[config.mk]
export PLATFORM = sky130hd
export DESIGN_NAME = port_switch_matrix_gpio
export DESIGN_NICKNAME = d
export VERILOG_FILES = /design/src/common/port_switch_matrix_gpio_pkg.sv /design/src/rtl/port_switch_matrix_gpio.sv
export VERILOG_INCLUDE_DIRS = /design/src /design/src/common
export SDC_FILE = /design/constraint.sdc
export NUM_CORES = 1
export LEC_CHECK = 0
export BUFFER_PORTS_ARGS = -buffer_cell sky130_fd_sc_hd__clkbuf_2
export CORE_ASPECT_RATIO = 0.9
export CORE_UTILIZATION = 57
export DETAILED_ROUTE_END_ITERATION = 8
export GPL_TIMING_DRIVEN = 1
export PLACE_DENSITY = 0.78
export SLEW_MARGIN = 20
export SYNTH_ARGS = -nofsm -noshare
export SYNTH_HDL_FRONTEND = slang
export SYNTH_SLANG_ARGS = --single-unit
[constraint.sdc]
create_clock -name ref_clk_in -period 3.9 [get_ports ref_clk_in]
set_input_delay 0.585 -clock ref_clk_in [delete_from_list [all_inputs] [get_ports ref_clk_in]]
set_output_delay 0.585 -clock ref_clk_in [all_outputs]
set_load 0.01 [all_outputs]
[src/common/port_switch_matrix_gpio_defs.svh]
// Purpose: Offsets, field positions, reset values for the port matrix
// Assumes: Eight-bit special function register space
// Notes:   Included by the design file only
`ifndef PORT_SWITCH_MATRIX_GPIO_DEFS_SVH
`define PORT_SWITCH_MATRIX_GPIO_DEFS_SVH

// Register addresses
`define ADDR_PORT0_DATA     8'h80
`define ADDR_ROUTE_CTRL_A   8'he2
`define ADDR_ROUTE_CTRL_B   8'he3

// Reset values (port latch idles high so pins float released)
`define RST_PORT0_DATA      8'hff
`define RST_ROUTE_CTRL_A    8'h00
`define RST_ROUTE_CTRL_B    8'h00

// Fields of switch_route_ctrl_a
`define TA_SEL_HI           7
`define TA_SEL_LO           6
`define BIT_CMP_ASYNC       5
`define BIT_CMP_SYNC        4
`define BIT_SYSCLK          3
`define BIT_TWO_WIRE        2
`define BIT_SERIAL_RX       1
`define BIT_SERIAL_TX       0

// Fields of switch_route_ctrl_b
`define BIT_WEAK_PU_DIS     7
`define BIT_MATRIX_EN       6
`define MASK_CTRL_B         8'hc7
`define BIT_TMR1_IN         2
`define BIT_TMR0_IN         1
`define BIT_EXT_COUNT       0

// Fixed pins of the serial port
`define PIN_SERIAL_TX       3'h4
`define PIN_SERIAL_RX       3'h5

// Port width and number of routable functions
`define PORT_W              8
`define FN_COUNT            13
`endif

[src/common/port_switch_matrix_gpio_pkg.sv]
// Purpose: Types shared by the port matrix and its bench
// Assumes: Nothing
// Notes:   Order of the enum is the matrix priority order
package port_switch_matrix_gpio_pkg;
  // Routable functions, highest priority first; fn_none = plain port bit
  typedef enum logic [3:0] {
    fn_serial_tx,
    fn_serial_rx,
    fn_two_wire_sda,
    fn_two_wire_scl,
    fn_cmp_sync,
    fn_cmp_async,
    fn_sysclk,
    fn_ta_ch0,
    fn_ta_ch1,
    fn_ta_ch2,
    fn_ext_count,
    fn_tmr0_in,
    fn_tmr1_in,
    fn_none
  } route_fn_t;
endpackage

[src/rtl/port_switch_matrix_gpio.sv]
// Purpose: Priority switch matrix plus general-purpose port data register
// Assumes: One system clock, synchronous active-low reset
// Notes:   Pin inputs are synchronised; all outputs are registered
`timescale 1ns/1ps
`include "port_switch_matrix_gpio_defs.svh"

module port_switch_matrix_gpio (
  input  wire logic                           ref_clk_in,
  input  wire logic                           reset_n_in,
  // Special function register access
  input  wire logic [7:0]                     sfr_addr_in,
  input  wire logic                           sfr_wr_in,
  input  wire logic                           sfr_rd_in,
  input  wire logic                           sfr_rmw_in,
  input  wire logic                           sfr_bit_in,
  input  wire logic [2:0]                     sfr_bit_sel_in,
  input  wire logic [7:0]                     sfr_wdata_in,
  output logic      [7:0]                     sfr_rdata_out,
  // Output mode per pin, 1 = push-pull, 0 = open-drain
  input  wire logic [`PORT_W-1:0]             port_drive_mode_in,
  // Peripheral side, indexed by port_switch_matrix_gpio_pkg::route_fn_t
  input  wire logic [`FN_COUNT-1:0]           periph_drive_in,
  output logic      [`FN_COUNT-1:0]           periph_sense_out,
  // Pin side
  input  wire logic [`PORT_W-1:0]             pin_in,
  output logic      [`PORT_W-1:0]             pin_out,
  output logic      [`PORT_W-1:0]             pin_oe_out,
  output logic      [`PORT_W-1:0]             pin_pullup_out,
  output port_switch_matrix_gpio_pkg::route_fn_t pin_fn_out [`PORT_W]
);
  import port_switch_matrix_gpio_pkg::*;

  // Registers seen by software
  // Middle bits of control b are masked on both write and read
  logic [7:0]  port0_data_ff;             // Output latch
  logic [7:0]  nxt_port0_data;
  logic [7:0]  route_a_ff;                // switch_route_ctrl_a
  logic [7:0]  nxt_route_a;
  logic [7:0]  route_b_ff;                // switch_route_ctrl_b
  logic [7:0]  nxt_route_b;
  logic [7:0]  rdata_ff;                  // Read data holder
  logic [7:0]  nxt_rdata;

  // Pin synchroniser; stage one is read only by stage two
  logic [`PORT_W-1:0] pin_meta_ff;
  logic [`PORT_W-1:0] pin_sync_ff;

  // Registered pin side and peripheral side
  logic [`PORT_W-1:0]   pin_out_ff;
  logic [`PORT_W-1:0]   nxt_pin_out;
  logic [`PORT_W-1:0]   pin_oe_ff;
  logic [`PORT_W-1:0]   nxt_pin_oe;
  logic [`PORT_W-1:0]   pin_pu_ff;
  logic [`PORT_W-1:0]   nxt_pin_pu;
  logic [`FN_COUNT-1:0] sense_ff;
  logic [`FN_COUNT-1:0] nxt_sense;
  route_fn_t            pin_fn_ff  [`PORT_W];
  route_fn_t            nxt_pin_fn [`PORT_W];

  // Decoded requests, one bit per route_fn_t entry except fn_none
  logic [`FN_COUNT-1:0] req;

  // True for functions the pin only feeds, never drives
  function automatic logic is_input_fn(input route_fn_t f);
    return (f == fn_serial_rx) || (f == fn_ext_count) ||
           (f == fn_tmr0_in)   || (f == fn_tmr1_in);
  endfunction

  // Two-wire pins are open-drain whatever the mode register says
  function automatic logic is_two_wire(input route_fn_t f);
    return (f == fn_two_wire_sda) || (f == fn_two_wire_scl);
  endfunction

  // Address compare shared by read and write paths
  // Unmapped addresses fall through to the zero answer
  function automatic logic hit(input logic [7:0] a,
                               input logic [7:0] ref_a);
    return a == ref_a;
  endfunction

  // Synchroniser for the asynchronous pin levels
  // Reset value is harmless: it is gone two edges after release
  always_ff @(posedge ref_clk_in) begin
    if (!reset_n_in) begin
      pin_meta_ff <= '0;
      pin_sync_ff <= '0;
    end else begin
      pin_meta_ff <= pin_in;
      pin_sync_ff <= pin_meta_ff;
    end
  end

  // Register write and read decode
  // A write and a read in one cycle are allowed; the read
  // returns the value held before the write lands
  always_comb begin
    nxt_port0_data = port0_data_ff;
    nxt_route_a    = route_a_ff;
    nxt_route_b    = route_b_ff;
    nxt_rdata      = rdata_ff;
    if (sfr_wr_in) begin
      if (hit(sfr_addr_in, `ADDR_PORT0_DATA)) begin
        if (sfr_bit_in) begin
          // Single bit write leaves the other latch bits alone
          nxt_port0_data[sfr_bit_sel_in] = sfr_wdata_in[0];
        end else begin
          nxt_port0_data = sfr_wdata_in;
        end
      end else if (hit(sfr_addr_in, `ADDR_ROUTE_CTRL_A)) begin
        nxt_route_a = sfr_wdata_in;
      end else if (hit(sfr_addr_in, `ADDR_ROUTE_CTRL_B)) begin
        // Unused middle bits are never stored
        nxt_route_b = sfr_wdata_in & `MASK_CTRL_B;
      end
    end
    if (sfr_rd_in) begin
      if (hit(sfr_addr_in, `ADDR_PORT0_DATA)) begin
        // Read-modify-write must see the latch, else pin levels
        // of peripherals would leak into the written-back value
        nxt_rdata = sfr_rmw_in ? port0_data_ff
                               : pin_sync_ff;
        if (sfr_bit_in) begin
          nxt_rdata = {7'h00, nxt_rdata[sfr_bit_sel_in]};
        end
      end else if (hit(sfr_addr_in, `ADDR_ROUTE_CTRL_A)) begin
        nxt_rdata = route_a_ff;
      end else if (hit(sfr_addr_in, `ADDR_ROUTE_CTRL_B)) begin
        nxt_rdata = route_b_ff & `MASK_CTRL_B;
      end else begin
        // Unknown address answers zero
        nxt_rdata = 8'h00;
      end
    end
  end

  // Register storage
  // Read data holds until the next read strobe
  always_ff @(posedge ref_clk_in) begin
    if (!reset_n_in) begin
      port0_data_ff <= `RST_PORT0_DATA;
      route_a_ff    <= `RST_ROUTE_CTRL_A;
      route_b_ff    <= `RST_ROUTE_CTRL_B;
      rdata_ff      <= 8'h00;
    end else begin
      port0_data_ff <= nxt_port0_data;
      route_a_ff    <= nxt_route_a;
      route_b_ff    <= nxt_route_b;
      rdata_ff      <= nxt_rdata;
    end
  end

  // Decode the enable fields into one request per function
  // Requests stand even with the matrix off; placement gates them
  always_comb begin
    req = '0;
    req[fn_serial_tx]    = route_a_ff[`BIT_SERIAL_TX];
    req[fn_serial_rx]    = route_a_ff[`BIT_SERIAL_RX];
    req[fn_two_wire_sda] = route_a_ff[`BIT_TWO_WIRE];
    req[fn_two_wire_scl] = route_a_ff[`BIT_TWO_WIRE];
    req[fn_cmp_sync]     = route_a_ff[`BIT_CMP_SYNC];
    req[fn_cmp_async]    = route_a_ff[`BIT_CMP_ASYNC];
    req[fn_sysclk]       = route_a_ff[`BIT_SYSCLK];
    // Channel count: 00 none, 01 ch0, 10 ch0-1, 11 ch0-2
    req[fn_ta_ch0] = |route_a_ff[`TA_SEL_HI:`TA_SEL_LO];
    req[fn_ta_ch1] = route_a_ff[`TA_SEL_HI];
    req[fn_ta_ch2] = &route_a_ff[`TA_SEL_HI:`TA_SEL_LO];
    req[fn_ext_count] = route_b_ff[`BIT_EXT_COUNT];
    req[fn_tmr0_in]   = route_b_ff[`BIT_TMR0_IN];
    req[fn_tmr1_in]   = route_b_ff[`BIT_TMR1_IN];
  end

  // Priority assignment of functions to pins
  // Serial pins are pinned first, then the rest fill the lowest
  // free pin in priority order; requests past pin 7 are dropped
  // Loops have constant bounds, so the search unrolls into
  // a fixed priority encoder per pin
  always_comb begin
    logic placed;
    placed = 1'b0;
    for (int p = 0; p < `PORT_W; p++) begin
      nxt_pin_fn[p] = fn_none;
    end
    if (req[fn_serial_tx]) begin
      nxt_pin_fn[`PIN_SERIAL_TX] = fn_serial_tx;
    end
    if (req[fn_serial_rx]) begin
      nxt_pin_fn[`PIN_SERIAL_RX] = fn_serial_rx;
    end
    for (int f = 2; f < `FN_COUNT; f++) begin
      placed = 1'b0;
      for (int p = 0; p < `PORT_W; p++) begin
        if (req[f] && !placed && nxt_pin_fn[p] == fn_none &&
            !(req[fn_serial_tx] && p == `PIN_SERIAL_TX) &&
            !(req[fn_serial_rx] && p == `PIN_SERIAL_RX)) begin
          nxt_pin_fn[p] = route_fn_t'(f);
          placed        = 1'b1;
        end
      end
    end
    // With the matrix off nothing is claimed
    if (!route_b_ff[`BIT_MATRIX_EN]) begin
      for (int p = 0; p < `PORT_W; p++) begin
        nxt_pin_fn[p] = fn_none;
      end
    end
  end

  // Pin drive, enable and pull-up per pin
  // A routed function replaces the latch on its pin only; the
  // latch keeps its value for when the route is dropped again
  always_comb begin
    logic lvl;
    logic od;
    lvl = 1'b1;
    od  = 1'b1;
    for (int p = 0; p < `PORT_W; p++) begin
      // Level comes from the function or from the latch
      if (nxt_pin_fn[p] == fn_none) begin
        lvl = port0_data_ff[p];
      end else begin
        lvl = periph_drive_in[nxt_pin_fn[p]];
      end
      od = !port_drive_mode_in[p] || is_two_wire(nxt_pin_fn[p]);
      nxt_pin_out[p] = lvl;
      if (!route_b_ff[`BIT_MATRIX_EN]) begin
        nxt_pin_oe[p] = 1'b0;
      end else if (is_input_fn(nxt_pin_fn[p])) begin
        // Input functions leave the driver off
        nxt_pin_oe[p] = 1'b0;
      end else begin
        // Open-drain drives only the zero level
        nxt_pin_oe[p] = od ? !lvl : 1'b1;
      end
      // Pull-up only on open-drain pins not pulling low,
      // which avoids burning current against our own driver
      nxt_pin_pu[p] = !route_b_ff[`BIT_WEAK_PU_DIS] && od &&
                      !nxt_pin_oe[p];
    end
  end

  // Peripheral inputs see their pin; unrouted ones idle high
  // High matches a released open-drain line, so an unrouted
  // receiver never sees a false start
  always_comb begin
    nxt_sense = '1;
    for (int p = 0; p < `PORT_W; p++) begin
      if (nxt_pin_fn[p] != fn_none) begin
        nxt_sense[nxt_pin_fn[p]] = pin_sync_ff[p];
      end
    end
  end

  // Pin and peripheral side registers
  // Reset leaves every pin an undriven input
  always_ff @(posedge ref_clk_in) begin
    if (!reset_n_in) begin
      pin_out_ff <= '1;
      pin_oe_ff  <= '0;
      pin_pu_ff  <= '0;
      sense_ff   <= '1;
      for (int p = 0; p < `PORT_W; p++) begin
        pin_fn_ff[p] <= fn_none;
      end
    end else begin
      pin_out_ff <= nxt_pin_out;
      pin_oe_ff  <= nxt_pin_oe;
      pin_pu_ff  <= nxt_pin_pu;
      sense_ff   <= nxt_sense;
      for (int p = 0; p < `PORT_W; p++) begin
        pin_fn_ff[p] <= nxt_pin_fn[p];
      end
    end
  end

  // Outputs straight from flops
  // The function map lets the system see the matrix result
  assign sfr_rdata_out    = rdata_ff;
  assign pin_out          = pin_out_ff;
  assign pin_oe_out       = pin_oe_ff;
  assign pin_pullup_out   = pin_pu_ff;
  assign periph_sense_out = sense_ff;
  assign pin_fn_out       = pin_fn_ff;
endmodule

Word-level counts from Yosys, hierarchy flattened
Cells that the tools add are included.

Input port bits: 54. Output and inout bits: 77. Register bits after elaboration: 114. Logic and storage cells: 802.

Eq/ne operators: 149. Muxes and demuxes: 258. Reductions and logical operators: 355. Bitwise gates (word level): 4. $lt $le $gt $ge: 18.

Operators by type and width (number): $eq 4x4->1 const B (114); $mux 4 (90); $logic_and 1x1->1 (206); $mux 1 (127); $logic_not 1->1 (104); $mux 13 (8); $bwmux 13 (7); $eq 4x2->1 const B (16); $mux 8 (6); $logic_or 1x1->1 (40); $lt 4x5->1 const B (8); $bmux 1 s4 (8); $demux 1 s4 (8); $eq 4x1->1 const B (8); $ge 4x1->1 const B (8); $mux 32 (1); $ne 4x4->1 const B (8); $eq 8x8->1 const B (3); $not 13->13 (1); $or 13x13->13 (1); $bwmux 8 (1); $lt 3x4->1 const B (1); $reduce_and 2->1 (2); $reduce_and 4->1 (1); 6 further kinds (7).

Logic depth before layout (Yosys ltp)
Gate-level depths: netlist (run 1).

Word-level depth: 92. Mapped depth: 15. Gate-level depth less buffers: 11.

Worst setup path before layout (run 1)
OpenSTA, ideal clock, no wires.

Kind: register to register. From: register route_a_ff[4]. To: register pin_pu_ff[6] (netlist: pin_pullup_out[6]). Slack: 520 ps. Period minus slack after synthesis: 3380 ps. Data required time: 3756 ps. Arrival time: 3237 ps. Library setup time: 144 ps. Path buffers: 2. Cell stages (with the launch flop): 14. Cell sequence: dfxtp_1 buf_6 or4_1 o2111a_1 a2bb2oi_4 xnor2_2 or4_4 nand2_1 a41o_1 buf_4 mux2i_1 nor3_2 a2111oi_4 a311oi_2.

Cells in the longest elaborated chain, start to end: 70. Elaborated cells on any way between the ends: 379. Classes of those cells: eq/ne: 63; mux: 118; reduce/logical: 198.

RTL lines: start: declaration (RTL line port_switch_matrix_gpio.sv:37) `logic [7:0] route_a_ff;`; start signal: assignment (RTL line port_switch_matrix_gpio.sv:141) `` route_a_ff <= `RST_ROUTE_CTRL_A; ``; start signal: assignment (RTL line port_switch_matrix_gpio.sv:146) `route_a_ff <= nxt_route_a;`; $logic_and 1x1->1 (RTL line port_switch_matrix_gpio.sv:192) `if (req[f] && !placed && nxt_pin_fn[p] == fn_none &&`; $mux 1 (RTL line port_switch_matrix_gpio.sv:192); $logic_not 1->1 (RTL line port_switch_matrix_gpio.sv:192); $logic_and 1x1->1 (2 in a row) (RTL line port_switch_matrix_gpio.sv:192); $mux 1 (RTL line port_switch_matrix_gpio.sv:192); $logic_not 1->1 (RTL line port_switch_matrix_gpio.sv:192); $logic_and 1x1->1 (2 in a row) (RTL line port_switch_matrix_gpio.sv:192); $mux 1 (RTL line port_switch_matrix_gpio.sv:192); (+52 left out); $mux 1 (implied by the code) (RTL line port_switch_matrix_gpio.sv:221) `lvl = periph_drive_in[nxt_pin_fn[p]];`; $mux 1 (RTL line port_switch_matrix_gpio.sv:218) `if (nxt_pin_fn[p] == fn_none) begin`; $logic_not 1->1 (RTL line port_switch_matrix_gpio.sv:232) `nxt_pin_oe[p] = od ? !lvl : 1'b1;`; $mux 1 (RTL line port_switch_matrix_gpio.sv:232); $mux 1 (RTL line port_switch_matrix_gpio.sv:227) `end else if (is_input_fn(nxt_pin_fn[p])) begin`; $mux 1 (RTL line port_switch_matrix_gpio.sv:225) `` if (!route_b_ff[`BIT_MATRIX_EN]) begin ``; $logic_not 1->1 (RTL line port_switch_matrix_gpio.sv:237) `!nxt_pin_oe[p];`; $logic_and 1x1->1 (*) (RTL line port_switch_matrix_gpio.sv:236) `` nxt_pin_pu[p] = !route_b_ff[`BIT_WEAK_PU_DIS] && od && ``; end signal: assignment (RTL line port_switch_matrix_gpio.sv:267) `pin_pu_ff <= nxt_pin_pu;`; end: declaration (RTL line port_switch_matrix_gpio.sv:53) `` logic [`PORT_W-1:0] pin_pu_ff; ``.

Mark *: on every way between the ends. The rest lies on a longest branch, timed or not. The select of a mux whose other input is x is not followed. A chain may end at the register's enable or synchronous reset.

Final worst setup path (run 1)
Same ends and word-level chain as after synthesis.

==> reports/qor.csv, run 1 <==
metric,value,unit
die-height,110,µm
endpoint_kind,flop,
antennaDiodeCount,0,
setup-violations-final,0,
worst_path_max_delay_cell,or4_1,
avgViaCountPerCell,6.58,
final_area,8960,µm²
grt_start_max_net_pins,49,
worstPathMaxFanout,15,
power.leakage,0.00368,µW
drv_cap,0,
grt_antenna_before_repair,0,
post-route-min-period,3.65,ns
clk_latency,0.43,ns
fin_skew,0.00844,ns
rows,38,
ir_drop,0.565,mV
relSlewSlack,0.355,
dpl_cell_area,8330,µm²
drive_above_1_share,0.255,
clk_path_buf_depth,2,
ys_top_cells_by_area,"dfxtp_1 31%, nand2_1 6.3%, o21ai_0 4.0%",
crit_path_start_kind,flop,
fin_util,0.728,
synth_top_family_by_area,compound AO/OA/AOI/OAI gates,
synth-adder-area-share,0.00562,
synthCells,949,
dr.pass1.iters,6,
clockRootBuffer,clkbuf_16,
ctsResizeCount,0,
path_clk_slew,0.06,ns
crit_family,simple AND/OR/NAND/NOR gates,
dieArea,13300,µm²
rsz0062_at_grt,no,
start_util,0.596,
drt_iter0_drc,1161,
htreeDepth,4,
vias,8290,
p_per_area,327,nW/µm²
yosysTopAreaCell,dfxtp_1,
syn_to_final_growth,22.1,%
tightest_slew,0.965,ns
drtAntennaViolNets,0,
tns,0,ns
routedWlPerCell,20.0,µm
ios,131,
yosysTopAreaCellShare,0.311,
arrival,3.93,ns
portBuffers,130,
dp_hpwl,19.0,mm
synth_compound_area_frac,0.321,
outcome,"complete, no violations",
worstPathCellList,or4_1 -> o2111a_1 -> a2bb2oi_4 -> xnor2_2 -> or4_4 -> nand2_1 -> a41o_1 -> buf_4 -> mux2i_1 -> nor3_2 -> a2111oi_4 -> a311oi_2,
async_reset_ff_frac,0,
avgSynthCellArea,7.74,µm²
grt_pass1_wl,39.7,mm
final_nets,1141,
ys_ff_latch,114,
synth_edf_count,0,
mappedNetlistNets,1003,
fin_crit_sh,0.935,
cts_tree,built,
die_w,122,µm
grt-ovfl-total,0,
critPathMaxStageDelay,0.55,ns
cp.required,4.18,ns
cts_made_buffers,17,
postCtsHoldBufs,0,
synth_ff_type,dfxtp_1,
cp_num_buf_inv,1,
core,12300,µm²
drc,0,
grt_use_total,0.392,
synth_mux_area_frac,0.0416,
drv_slew,0,
hold_violations,0,
post-cts-setup-buffers,0,
gp_congestion,1.01,
grt_pass1_vias,7646,
wirelength,25.2,mm
synth_xor_area_frac,0.00460,
ys_warn_count,0,
yosysSeqAreaShare,0.311,
path_class,reg2reg,
cts.sinks,114,
synth-simple-area-share,0.264,
syn-cell-area,7340,µm²
min_path_type,in2reg,
max_freq,274,MHz
synth_cell_types,92,
==> metrics by stage <==
step | worst slack [ns] | std cells | power, µW | hold slack [ns]
6_report | 0.254 | 1260 | 2930 | 0.327
5_1_grt | 0.0316 | 1260 | 3020 | 0.328
4_1_cts | 0.0637 | 1260 | 2930 | 0.328
3_5_place_dp | 0.0758 | 1228 | 1370 | 0.420
3_3_place_gp | 0.160 | 1228 | 1370 | 0.414
2_1_floorplan | 0.520 | 949 | 1300 | 0.412
==> logic make-up after synthesis <==
| family | Yosys count |
|---|---|
| flops | 114 |
| buf+inv | 89 |
| fa+ha+maj | 4 |
| xor+xnor | 3 |
| simple gates | 389 |
| mux | 28 |
| compound gates | 322 |
==> cell usage in the layout (no fill, tap or decap), types with 9 or more instances in the layout <==
cell type | netlist | layout
a211oi_1 | 18 | 16
a21o_1 | 9 | 9
a21oi_1 | 49 | 49
a22oi_1 | 11 | 11
a31oi_1 | 20 | 20
and2_1 | 31 | 31
and3_1 | 12 | 12
buf_4 | 5 | 58
clkbuf_16 | 0 | 17
clkbuf_2 | 1 | 130
dfxtp_1 | 114 | 107
inv_1 | 19 | 19
mux2_2 | 10 | 10
mux2i_1 | 17 | 17
nand2_1 | 123 | 123
nand3_1 | 42 | 42
nor2_1 | 68 | 68
nor2b_1 | 18 | 18
nor3_1 | 24 | 24
nor4_1 | 11 | 10
o211ai_1 | 13 | 13
o21ai_0 | 58 | 57
o21ai_1 | 11 | 12
o22ai_1 | 11 | 11
o31ai_1 | 11 | 11
or3_1 | 13 | 13
==> cell usage after synthesis, types with 5 or more instances <==
library cell and n:
buf_4 5, nand3_1 42, or2_2 7, o32ai_1 5, mux2i_1 17, o21ai_1 11, o31a_1 6, o31ai_1 11
clkbuf_1 48, nor4_1 11, nor2b_1 18, a211oi_1 18, a21o_1 9, a22o_1 8, nor3_1 24, nand2_1 123
o22ai_1 11, a21oi_1 49, inv_1 19, a31oi_1 20, a21boi_0 5, nand3b_1 6, a22oi_1 11, o21a_1 6
o21ai_0 58, buf_2 8, o211ai_1 13, o221ai_1 8, dfxtp_1 114, mux2_2 10, and2_1 31, nor2_1 68
and3_1 12, nor3b_1 5, or3_1 13, a211o_1 6, o211a_1 7, a221oi_1 5, nand2b_1 8
==> sequential cells by signal (all words and copies together) (netlist names) <==
name              count
pin_out               8
port0_data_ff         8
route_b_ff            5
pin_pullup_out        8
route_a_ff            8
pin_oe_out            8
periph_sense_out     13
pin_meta_ff           8
sfr_rdata_out         8
pin_sync_ff           8
pin_fn_out           32
==> where the power goes <==
group | leakage, µW | switching, µW | internal, µW
clock network | 0.000289 | 619 | 958
logic | 0.00246 | 97.0 | 62.7
registers | 0.000931 | 13.4 | 1180
total | 0.00368 | 729 | 2200
==> path summary, 6_finish.rpt <==
kind	from	to	slack [ns]	depth (start not counted)
max reg2reg	route_a_ff[4]	pin_pullup_out[6]	0.25	12
min reg2reg	pin_meta_ff[3]	pin_sync_ff[3]	0.43	1
max	route_a_ff[4]	pin_pullup_out[6]	0.25	12
min	port_drive_mode_in[4]	pin_pullup_out[4]	0.33	2
==> cell type report <==
| class | count | area, µm² |
|---|---|---|
| Sequential cell | 114 | 2290 |
| Inverter | 20 | 75.1 |
| Clock inverter | 15 | 173 |
| Clock buffer | 17 | 425 |
| Fill cell | 1039 | 3350 |
| Tap cell | 160 | 200 |
| Timing Repair Buffer | 188 | 1090 |
| Multi-Input combinational cell | 746 | 4710 |
==> metal layers <==
layer,global-route usage,routed length (µm),vias up
met1,0.489,10100,3794
li1,-,-,3839
met5,0,0,-
met4,0.244,1390,0
met2,0.618,11200,542
met3,0.0866,2520,115
(Power assumes the default switching activity.)
==> run 2: changes to the inputs <==
--- a/config.mk
+++ b/config.mk
@@ -11,7 +11,7 @@
 export CORE_UTILIZATION = 57
 export DETAILED_ROUTE_END_ITERATION = 8
 export GPL_TIMING_DRIVEN = 1
-export PLACE_DENSITY = 0.78
+export PLACE_DENSITY_LB_ADDON = 0.15
 export SLEW_MARGIN = 20
 export SYNTH_ARGS = -nofsm -noshare
 export SYNTH_HDL_FRONTEND = slang
==> reports/qor.csv, run 2 (synthesis results as in run 1) <==
metric,value,unit
core,12300,µm²
p_per_area,310,nW/µm²
cts.sinks,114,
crit_path_start_kind,flop,
vias,8421,
worst_path_max_delay_cell,or4_4,
grt_pass1_vias,7642,
dp_hpwl,18.7,mm
tns,0,ns
drive_above_1_share,0.269,
p_int,2070,µW
grt_use_total,0.393,
critPathMaxStageDelay,0.56,ns
mostFrequentLayoutCell,clkbuf_2,
ir_drop,0.374,mV
p_sw,740,µW
cp_num_buf_inv,1,
crit_path_end,pin_pullup_out[6],
drv_cap,0,
rsz0062_at_grt,no,
path_class,reg2reg,
fin_skew,0.0108,ns
p_seq_frac,0.424,
post-route-min-period,3.80,ns
fin_crit_sh,0.973,
clk_latency,0.42,ns
p_clk_frac,0.517,
crit_family,compound AO/OA/AOI/OAI gates,
antennaDiodeCount,0,
syn_to_final_growth,23.5,%
die-height,110,µm
fillers,1002,
clk_path_buf_depth,2,
fin_cells,1272,
grt-ovfl-total,0,
arrival,4.06,ns
ios,131,
cp.required,4.17,ns
r2r_setup_slack,0.10,ns
grt_antenna_before_repair,0,
cts_tree,built,
avgViaCountPerCell,6.62,
combPwrFrac,0.058,
grt_pass1_wl,39.9,mm
endpoint_kind,flop,
r2r_end,pin_pullup_out[6],
crit_start,route_a_ff[4],
routedWlPerCell,20.3,µm
gp_congestion,1.02,
worstPathCellList,buf_4 -> maj3_1 -> o2111a_2 -> a2bb2oi_4 -> xnor2_2 -> or4_4 -> nand2_2 -> a41o_1 -> mux2_2 -> a22o_1 -> a2111oi_4 -> a311oi_2,
clockRootBuffer,clkbuf_16,
relSlewSlack,0.383,
min_path_type,in2reg,
drtAntennaViolNets,0,
rows,38,
final_nets,1153,
start_util,0.596,
dieArea,13300,µm²
path_clk_slew,0.06,ns
r2r_cells,12,
die_w,122,µm
drt_iter0_drc,1127,
grt_start_max_net_pins,60,
tightest_slew,0.923,ns
power.leakage,0.00374,µW
drv_slew,0,
dp.cells,1236,
max_freq,263,MHz
hold_violations,0,
outcome,"complete, no violations",
drc,0,
worstPathMaxFanout,13,
fin_util,0.736,
cts_made_buffers,17,
cp.depth,12,
setup-violations-final,0,
mostFrequentLayoutCells,"130 x clkbuf_2, 122 x nand2_1, 108 x dfxtp_1",
holdWs,0.338,ns
portBuffers,130,
largest_reg_flops,32,
p_sw_frac,0.263,
dr.pass1.iters,7,
htreeDepth,4,
rr_startpoint,route_a_ff[4],
wirelength,25.8,mm
[run 2: cell types whose count changed in the layout (fill, tap and decap cells not counted), moves of 2 or more]
cell        previous run  this run
buf_6                  0         2
dfxtp_2                6         3
buf_4                 58        68
dfxtp_4                1         3
clkinvlp_4             2         4
bufinv_16              2         0
[run 2: worst min path at each step]
stage | startpoint | end | cells past startpoint
after floorplan | pin_meta_ff[0] | pin_sync_ff[0] | 1
after CTS | port_drive_mode_in[4] | pin_pullup_out[4] | 2
after detailed placement | pin_meta_ff[6] | pin_sync_ff[6] | 1
final | port_drive_mode_in[4] | pin_pullup_out[4] | 2
after global routing | port_drive_mode_in[4] | pin_pullup_out[4] | 2
after global placement | pin_meta_ff[4] | pin_sync_ff[4] | 1
[run 2: timing repair]
| item | 4_1_cts | 5_1_grt |
|---|---|---|
| gates resized for setup | 0 | 27 |
| setup endpoints to repair | 0 | 16 |
| buffers inserted | 0 | 4 |
| hold buffers | 0 | 0 |
[run 2: layout make-up]
cell class	instances	area, µm²	share of cell area
clock buffers	17	425	0.0469
well taps	160	200	0.0221
multi-input cells	746	4760	0.525
flip-flops and latches	114	2300	0.253
clock inverters	15	124	0.0137
inverters	20	75.1	0.00828
repair buffers	200	1180	0.131
[run 2: power groups by stage]
stage,clock network [µW],logic [µW],registers (µW)
6_report,1450,163,1190
4_1_cts,1460,158,1190
3_5_place_dp,0,157,1220
5_1_grt,1510,176,1190
2_1_floorplan,0,81.2,1220
3_3_place_gp,0,156,1220
[run 2: routing by layer]
metal,vias up,share of wire,global-route usage
li1,3849,-,-
met1,3904,0.40,0.505
met2,568,0.45,0.631
met3,100,0.10,0.0716
met4,0,0.046,0.199
met5,-,0,0
[run 2: metrics by stage]
| step | total power [µW] | setup slack (ns) | instance area (µm²) |
|---|---|---|---|
| after floorplan | 1300 | 0.520 | 7340 |
| after global placement | 1370 | 0.205 | 8390 |
| after detailed placement | 1380 | 0.134 | 8390 |
| after CTS | 2810 | 0.0442 | 8940 |
| after global routing | 2880 | 0.0221 | 9070 |
| final | 2810 | 0.105 | 9070 |
